<file path="config.mk">
export PLATFORM = sky130hd
export DESIGN_NAME = tsfc_host
export DESIGN_NICKNAME = d
export VERILOG_FILES = /design/src/tsfc_pkg.sv /design/src/tsfc_host.sv
export VERILOG_INCLUDE_DIRS = /design/src
export SDC_FILE = /design/constraint.sdc
export NUM_CORES = 1
export LEC_CHECK = 0
export BUFFER_PORTS_ARGS = -buffer_cell sky130_fd_sc_hd__buf_2
export CAP_MARGIN = 10
export CORE_MARGIN = 2
export CORE_UTILIZATION = 55
export CTS_BUF_LIST = sky130_fd_sc_hd__clkbuf_4
export DETAILED_ROUTE_END_ITERATION = 16
export MAX_ROUTING_LAYER = met4
export PLACE_DENSITY = 0.83
export SYNTH_ARGS = -nofsm -noshare
export SYNTH_HDL_FRONTEND = slang
export SYNTH_SLANG_ARGS = --single-unit
</file>
<file path="constraint.sdc">
create_clock -name clk_in -period 2.7 [get_ports clk_in]
set_input_delay 0.54 -clock clk_in [delete_from_list [all_inputs] [get_ports clk_in]]
set_output_delay 0.54 -clock clk_in [all_outputs]
set_load 0.03 [all_outputs]
</file>
<file path="src/tsfc_consts.svh">
// Purpose: timing counts and constants for the two-step conversion host controller
// Assumes: 200 MHz clock, period 5 ns
// Notes: times in ns except TSFC_START_LOW_MAX_US in us; cycle counts derived by expression except the timeout and pin-settle counts
`ifndef TSFC_CONSTS_SVH
`define TSFC_CONSTS_SVH
`define TSFC_CLK_PERIOD_NS 5
`define TSFC_START_LOW_MIN_NS 600
`define TSFC_START_LOW_CYC ((`TSFC_START_LOW_MIN_NS + `TSFC_CLK_PERIOD_NS - 1) / `TSFC_CLK_PERIOD_NS)
`define TSFC_READ_DELAY_MIN_NS 600
`define TSFC_READ_DELAY_CYC ((`TSFC_READ_DELAY_MIN_NS + `TSFC_CLK_PERIOD_NS - 1) / `TSFC_CLK_PERIOD_NS)
`define TSFC_START_LOW_MAX_US 50
`define TSFC_START_LOW_MAX_CYC ((`TSFC_START_LOW_MAX_US * 1000) / `TSFC_CLK_PERIOD_NS)
`define TSFC_RECOVER_MIN_NS 500
`define TSFC_RECOVER_CYC ((`TSFC_RECOVER_MIN_NS + `TSFC_CLK_PERIOD_NS - 1) / `TSFC_CLK_PERIOD_NS)
`define TSFC_CONV_TYP_NS 800
`define TSFC_CONV_TYP_CYC (`TSFC_CONV_TYP_NS / `TSFC_CLK_PERIOD_NS)
`define TSFC_RO_TIMEOUT_CYC 2000
`define TSFC_PIN_SETTLE_CYC 1
`define TSFC_CNT_W 14
`define TSFC_DATA_W 8
`endif

</file>
<file path="src/tsfc_pkg.sv">
// Purpose: types for the two-step conversion host controller
// Assumes: included constants header
// Notes: none
`default_nettype none
`include "tsfc_consts.svh"
package tsfc_pkg;
  typedef enum logic {TSFC_READ_ONLY, TSFC_START_THEN_READ} tsfc_mode_t;
  typedef struct packed {
    logic chip_select_n;
    logic conversion_start_strobe_n;
    logic read_strobe_n;
  } tsfc_strobes_t;
  typedef struct packed {
    logic [`TSFC_DATA_W-1:0] data;
    logic conversion_done_n;
    logic ready;
  } tsfc_dev_out_t;
endpackage
`default_nettype wire
</file>
<file path="src/tsfc_host.sv">
// Purpose: host controller that drives a clockless two-step flash converter
// Assumes: device pins sampled synchronously to clk_in; mode strap static
// Notes: one conversion per request; result returned with a one-cycle valid pulse
// Operation
// - Start-then-read conversion begins by pulling the start strobe low.
// - Start strobe stays low at least 600 ns; rising edge latches upper nibble.
// - Read strobe falls at least 600 ns after start strobe rises.
// - Read-only conversion holds read strobe low until data appears.
// - Start-then-read: host reads after done falls or after minimum delay.
// - Early read after 600 ns makes done fall at once with data.
// - Stand-alone: select and read held low, data valid 800 ns after start; this host has no stand-alone mode.
// - Start strobe never held low longer than 50 microseconds.
// - Wait at least 500 ns after a conversion before the next.
`timescale 1ns/10ps
`default_nettype none
`include "tsfc_consts.svh"
module tsfc_host
  import tsfc_pkg::*;
(
  input wire logic clk_in,
  input wire logic rst_in,
  input wire logic mode_strap_in,
  input wire logic early_read_in,
  input wire logic conv_req_in,
  input wire tsfc_dev_out_t dev_in,
  output tsfc_strobes_t strobes_out,
  output logic busy_out,
  output logic [`TSFC_DATA_W-1:0] result_out,
  output logic result_valid_out,
  output logic timeout_out
);
  typedef enum logic [2:0] {
    TSFC_IDLE, TSFC_START_LOW, TSFC_WAIT_READ, TSFC_READ_LOW, TSFC_RECOVER
  } tsfc_state_t;

  tsfc_state_t state_reg;
  tsfc_mode_t mode_reg;
  logic early_reg;
  logic [`TSFC_CNT_W-1:0] cnt_reg;
  logic cs_n_reg, start_n_reg, rd_n_reg;
  logic [`TSFC_DATA_W-1:0] result_reg;
  logic valid_reg, timeout_reg, busy_reg;
  logic done_seen;
  logic read_done;

  // Done is used once the minimum read delay has passed in TSFC_WAIT_READ, and after the read strobe settles in TSFC_READ_LOW; its power-up level means nothing
  assign done_seen = ~dev_in.conversion_done_n;

  // ------------------------------------------------------------
  // Read completion
  // ------------------------------------------------------------
  // The read strobe reaches the pin a cycle after the sequencer lowers it, and done may
  // still carry its power-up or previous level; an answer counts only once the pin has
  // been low long enough for the device to have reacted
  always_comb begin
    read_done = 1'b0;
    if (state_reg == TSFC_READ_LOW && cnt_reg > `TSFC_CNT_W'(`TSFC_PIN_SETTLE_CYC)) begin
      unique case (mode_reg)
        TSFC_READ_ONLY: begin
          // Ready alone is not enough: it stands high between conversions
          read_done = done_seen && dev_in.ready;
        end
        TSFC_START_THEN_READ: begin
          read_done = done_seen;
        end
      endcase
    end
  end

  // ------------------------------------------------------------
  // Mode capture
  // ------------------------------------------------------------
  // Strap is taken when a request is accepted in idle, so it is never changed mid-conversion
  always_ff @(posedge clk_in or posedge rst_in) begin
    if (rst_in) begin
      mode_reg <= TSFC_READ_ONLY;
      early_reg <= 1'b0;
    end else if (state_reg == TSFC_IDLE && conv_req_in) begin
      mode_reg <= mode_strap_in ? TSFC_START_THEN_READ : TSFC_READ_ONLY;
      early_reg <= early_read_in;
    end
  end

  // ------------------------------------------------------------
  // Sequencer
  // ------------------------------------------------------------
  always_ff @(posedge clk_in or posedge rst_in) begin
    if (rst_in) begin
      state_reg <= TSFC_IDLE;
      cnt_reg <= '0;
      cs_n_reg <= 1'b1;
      start_n_reg <= 1'b1;
      rd_n_reg <= 1'b1;
      busy_reg <= 1'b0;
    end else begin
      unique case (state_reg)
        TSFC_IDLE: begin
          cnt_reg <= '0;
          if (conv_req_in) begin
            busy_reg <= 1'b1;
            cs_n_reg <= 1'b0;
            if (mode_strap_in) begin
              start_n_reg <= 1'b0;
              state_reg <= TSFC_START_LOW;
            end else begin
              rd_n_reg <= 1'b0;
              state_reg <= TSFC_READ_LOW;
            end
          end
        end
        TSFC_START_LOW: begin
          cnt_reg <= cnt_reg + 1'b1;
          // Exactly the minimum width, far inside the 50 us ceiling
          if (cnt_reg == `TSFC_CNT_W'(`TSFC_START_LOW_CYC - 1)) begin
            start_n_reg <= 1'b1;
            cnt_reg <= '0;
            state_reg <= TSFC_WAIT_READ;
          end
        end
        TSFC_WAIT_READ: begin
          cnt_reg <= cnt_reg + 1'b1;
          // Early read after the minimum gap, otherwise wait for done
          if ((early_reg && cnt_reg >= `TSFC_CNT_W'(`TSFC_READ_DELAY_CYC - 1)) ||
              (!early_reg && cnt_reg >= `TSFC_CNT_W'(`TSFC_READ_DELAY_CYC - 1) && done_seen)) begin
            rd_n_reg <= 1'b0;
            cnt_reg <= '0;
            state_reg <= TSFC_READ_LOW;
          end else if (cnt_reg == `TSFC_CNT_W'(`TSFC_RO_TIMEOUT_CYC)) begin
            rd_n_reg <= 1'b0;
            cnt_reg <= '0;
            state_reg <= TSFC_READ_LOW;
          end
        end
        TSFC_READ_LOW: begin
          cnt_reg <= cnt_reg + 1'b1;
          // Read-only: hold until done and ready show completion; start-then-read: done is immediate
          if (read_done || cnt_reg == `TSFC_CNT_W'(`TSFC_RO_TIMEOUT_CYC)) begin
            rd_n_reg <= 1'b1;
            cs_n_reg <= 1'b1;
            cnt_reg <= '0;
            state_reg <= TSFC_RECOVER;
          end
        end
        TSFC_RECOVER: begin
          cnt_reg <= cnt_reg + 1'b1;
          if (cnt_reg == `TSFC_CNT_W'(`TSFC_RECOVER_CYC - 1)) begin
            busy_reg <= 1'b0;
            cnt_reg <= '0;
            state_reg <= TSFC_IDLE;
          end
        end
        default: state_reg <= TSFC_IDLE;
      endcase
    end
  end

  // ------------------------------------------------------------
  // Result capture
  // ------------------------------------------------------------
  // Data is sampled while read is still low, before the device floats its outputs
  always_ff @(posedge clk_in or posedge rst_in) begin
    if (rst_in) begin
      result_reg <= '0;
      valid_reg <= 1'b0;
      timeout_reg <= 1'b0;
    end else begin
      valid_reg <= 1'b0;
      if (state_reg == TSFC_IDLE && conv_req_in) begin
        timeout_reg <= 1'b0;
      end
      if (state_reg == TSFC_READ_LOW && cnt_reg == `TSFC_CNT_W'(`TSFC_RO_TIMEOUT_CYC)) begin
        timeout_reg <= 1'b1;
      end else if (state_reg == TSFC_WAIT_READ && cnt_reg == `TSFC_CNT_W'(`TSFC_RO_TIMEOUT_CYC)) begin
        timeout_reg <= 1'b1;
      end
      if (read_done) begin
        result_reg <= dev_in.data;
        valid_reg <= 1'b1;
      end
    end
  end

  // ------------------------------------------------------------
  // Pin and output registers
  // ------------------------------------------------------------
  // Strobes leave through one more flop, so every pin edge lags the sequencer by a cycle
  always_ff @(posedge clk_in or posedge rst_in) begin
    if (rst_in) begin
      strobes_out <= '1;
    end else begin
      strobes_out <= '{chip_select_n: cs_n_reg, conversion_start_strobe_n: start_n_reg,
                       read_strobe_n: rd_n_reg};
    end
  end

  always_ff @(posedge clk_in or posedge rst_in) begin
    if (rst_in) begin
      busy_out <= 1'b0;
      result_out <= '0;
      result_valid_out <= 1'b0;
      timeout_out <= 1'b0;
    end else begin
      busy_out <= busy_reg;
      result_out <= result_reg;
      result_valid_out <= valid_reg;
      timeout_out <= timeout_reg;
    end
  end
endmodule
`default_nettype wire

</file>
==> impl_metrics.toml <==
[run_status]
status = "finished, final reports clean"

[setup_path]
cp-start-kind = "flop"
critical-path-slowest-cell = "a2111oi_2"
path_max_fanout = 14
rrSetupSlack_ns = 0.34
reg2reg_depth = 7
crit_path_max_incr_delay_ns = 0.54
reg2reg_from = "cnt_reg[7]$_DFFE_PP0P_"
worstPathRequired_ns = 2.99
cp.arrival_ns = 2.64
crit_chain = "nor4_2 -> o211ai_1 -> a2111oi_2 -> a211oi_4 -> buf_4 -> or3_1 -> o21ai_1"
crit_family = "compound AO/OA/AOI/OAI gates"
path_class = "reg -> reg"
path_buf_inv = 1
end_kind = "flop"
r2r_end = "cnt_reg[6]$_DFFE_PP0P_"

[logic_synthesis]
ys_warn_count = 0
synth-seq-area-share = 0.545
synth.area.top_cells = "dfrtp_1, dfstp_2, mux2_2"
ys_seq_elements = 47
yosys.area.top_type = "dfrtp_1"
syn_nets = 210
synth_cell_types = 41
netlist_area_um2 = 2170
avgSynthCellArea_um2 = 11.4
synth_top_area_share = 0.472
syn_inst = 191

[power]
ir_drop_mv = 0.541
leakagePower_nw = 1.14
sequentialPowerShare = 0.430
power.switching_mw = 0.970
sw_frac_of_total = 0.391
pwr-share-comb = 0.400
total_power_mw = 2.48
clkPwrFrac = 0.170
p_int_mw = 1.51
cellPowerDensity_nw_per_um2 = 1020

[die]
die_h_um = 66.8
ios = 29
start_util = 0.585
die_area_um2 = 4470
rows = 22
core_area_um2 = 3720
die_w_um = 66.8

[min_path]
hold_class = "reg -> reg"
hold_end = "strobes_out[0]$_DFF_PP1_"
worst_hold_startpoint = "rd_n_reg$_DFFE_PP1P_"
min_path_cells = 0

[global_route]
first_global_vias = 1483
grtUsageTotal = 0.206
grt_max_degree = 48
antenna_found_initial = 0
grt_overflow = 0
grt_pass1_wl_um = 6630

[clocking]
clockRootBuffer = "clkbuf_4"
htreeDepth = 2
cts_tree = "built"
cts_made_buffers = 5
cts_sinks = 47
clk_pin_slew_worst_paths_ns = 0.13
cts_resized = 0
cts_hold_buf = 0
clock_path_buffers = 2
clkLatencyLatePin_ns = 0.35
post_cts.repair.setup_buffers = 0

[placed_design]
pre_cts_slack_ns = 0.378
detailed_place_hpwl_um = 2840
place_congestion = 0.857
dp.cells = 263
portBuffers = 28

[sta]
skew_ns = 0.0177
fin_crit_sh = 0.874
fmax_mhz = 424
hold_viol = 0
tns_ns = 0
setup_viol_count_final = 0
rsz0062_at_grt = "no"
maxSlewViolCount = 0
worst_slack_ns = 0.341
tightest_slew_ns = 0.942
finalCriticalPeriod_ns = 2.36
slew_headroom = 0.371

[drt]
drt_iter0_markers = 118
drcViolationCount = 0
drt-total-wl_um = 3880
num_vias = 1523
wl_per_cell_um = 14.3
viasPerCell = 5.62
first_pass_iters = 4
ant_nets = 0

[cells_and_area]
largest_reg_flops = 14
fin_cells = 271
antenna_cells = 0
finish.utilization = 0.654
layout-drive-gt1-share = 0.296
syn2layout_area_growth_pct = 11.9
fin_nets = 241

[job]
max-cap-violations = 0
[metrics by stage]
step,hold slack (ns),cell area (um^2)
2_1_floorplan,0.331,2170
3_3_place_gp,0.334,2350
3_5_place_dp,0.343,2350
4_1_cts,0.364,2430
5_1_grt,0.363,2430
6_report,0.350,2430
[how the worst max path moves through the flow]
stage	start	to	slack (ns)	cells past startpoint
6_report	cnt_reg[7]$_DFFE_PP0P_	cnt_reg[6]$_DFFE_PP0P_	0.34	7
2_1_floorplan	cnt_reg[11]$_DFFE_PP0P_	cnt_reg[10]$_DFFE_PP0P_	0.56	7
3_5_place_dp	cnt_reg[7]$_DFFE_PP0P_	cnt_reg[6]$_DFFE_PP0P_	0.38	7
3_3_place_gp	cnt_reg[7]$_DFFE_PP0P_	cnt_reg[12]$_DFFE_PP0P_	0.47	7
4_1_cts	cnt_reg[7]$_DFFE_PP0P_	cnt_reg[3]$_DFFE_PP0P_	0.34	7
5_1_grt	cnt_reg[7]$_DFFE_PP0P_	cnt_reg[3]$_DFFE_PP0P_	0.16	7
[cell families (layout without fill, tap and decap cells)]
group | count (synthesis) | in the layout | synth area share
and+or+nand+nor | 69 | 69 | 0.196
muxes | 9 | 9 | 0.0467
adders and majority gates | 4 | 4 | 0.0230
DFF | 47 | 47 | 0.545
buffers and inverters | 15 | 47 | 0.0340
AOI/OAI and AO/OA | 47 | 47 | 0.156
[placed cells by master, fill, tap and decap left out, drive strengths merged, types with 5 or more instances in the layout]
master,netlist,routed
nor2,8,8
o21ai,24,24
buf,4,30
dfrtp,41,41
nor4,6,6
nor3,5,5
nand2,14,14
mux2,9,9
or3,7,7
a21o,8,8
nor3b,6,6
dfstp,6,6
clkbuf,2,7
nand3,7,7
inv,9,9
and3,6,6
[per-layer routing]
metal / track usage / up-vias / routed length (um)
li1: - / 754 / -
met1: 0.266 / 727 / 1810
met2: 0.318 / 36 / 1870
met3: 0.0557 / 6 / 149
met4: 0.0689 / 0 / 44
met5: - / - / 0
[power by group through the flow]
stage                     clock network [mW]  logic (mW)  registers, mW
after floorplan                            0       0.693           1.17
after global placement                     0       0.957           1.07
after detailed placement                   0       0.993           1.08
after CTS                              0.432       0.997           1.07
after global routing                   0.462        1.08           1.10
final                                  0.421       0.993           1.07
[cell usage after synthesis, drive strengths merged]
cell      n
mux2      9
ha        4
dfrtp    41
a2111oi   1
nor4      6
nor3      5
nand4b    2
a32o      2
o22ai     1
a21oi     3
and3      6
or2       1
a21o      8
a22oi     1
nor3b     6
nand3b    2
dfstp     6
or3       7
o2bb2ai   1
inv       9
nor2b     1
o41ai     1
buf       4
nand2b    1
nand3     7
nand4     3
o211ai    3
o22a      1
nand2    14
o21ai    24
a211oi    1
clkbuf    2
nor2      8
[layout make-up]
type / count / area, um^2
multi-input cells: 129 / 915
fillers: 310 / 1290
well taps: 48 / 60.1
clock inverters: 1 / 30.0
flip-flops and latches: 47 / 1180
inverters: 9 / 33.8
repair buffers: 30 / 155
clock buffers: 7 / 52.6
(Power assumes the default switching activity.)
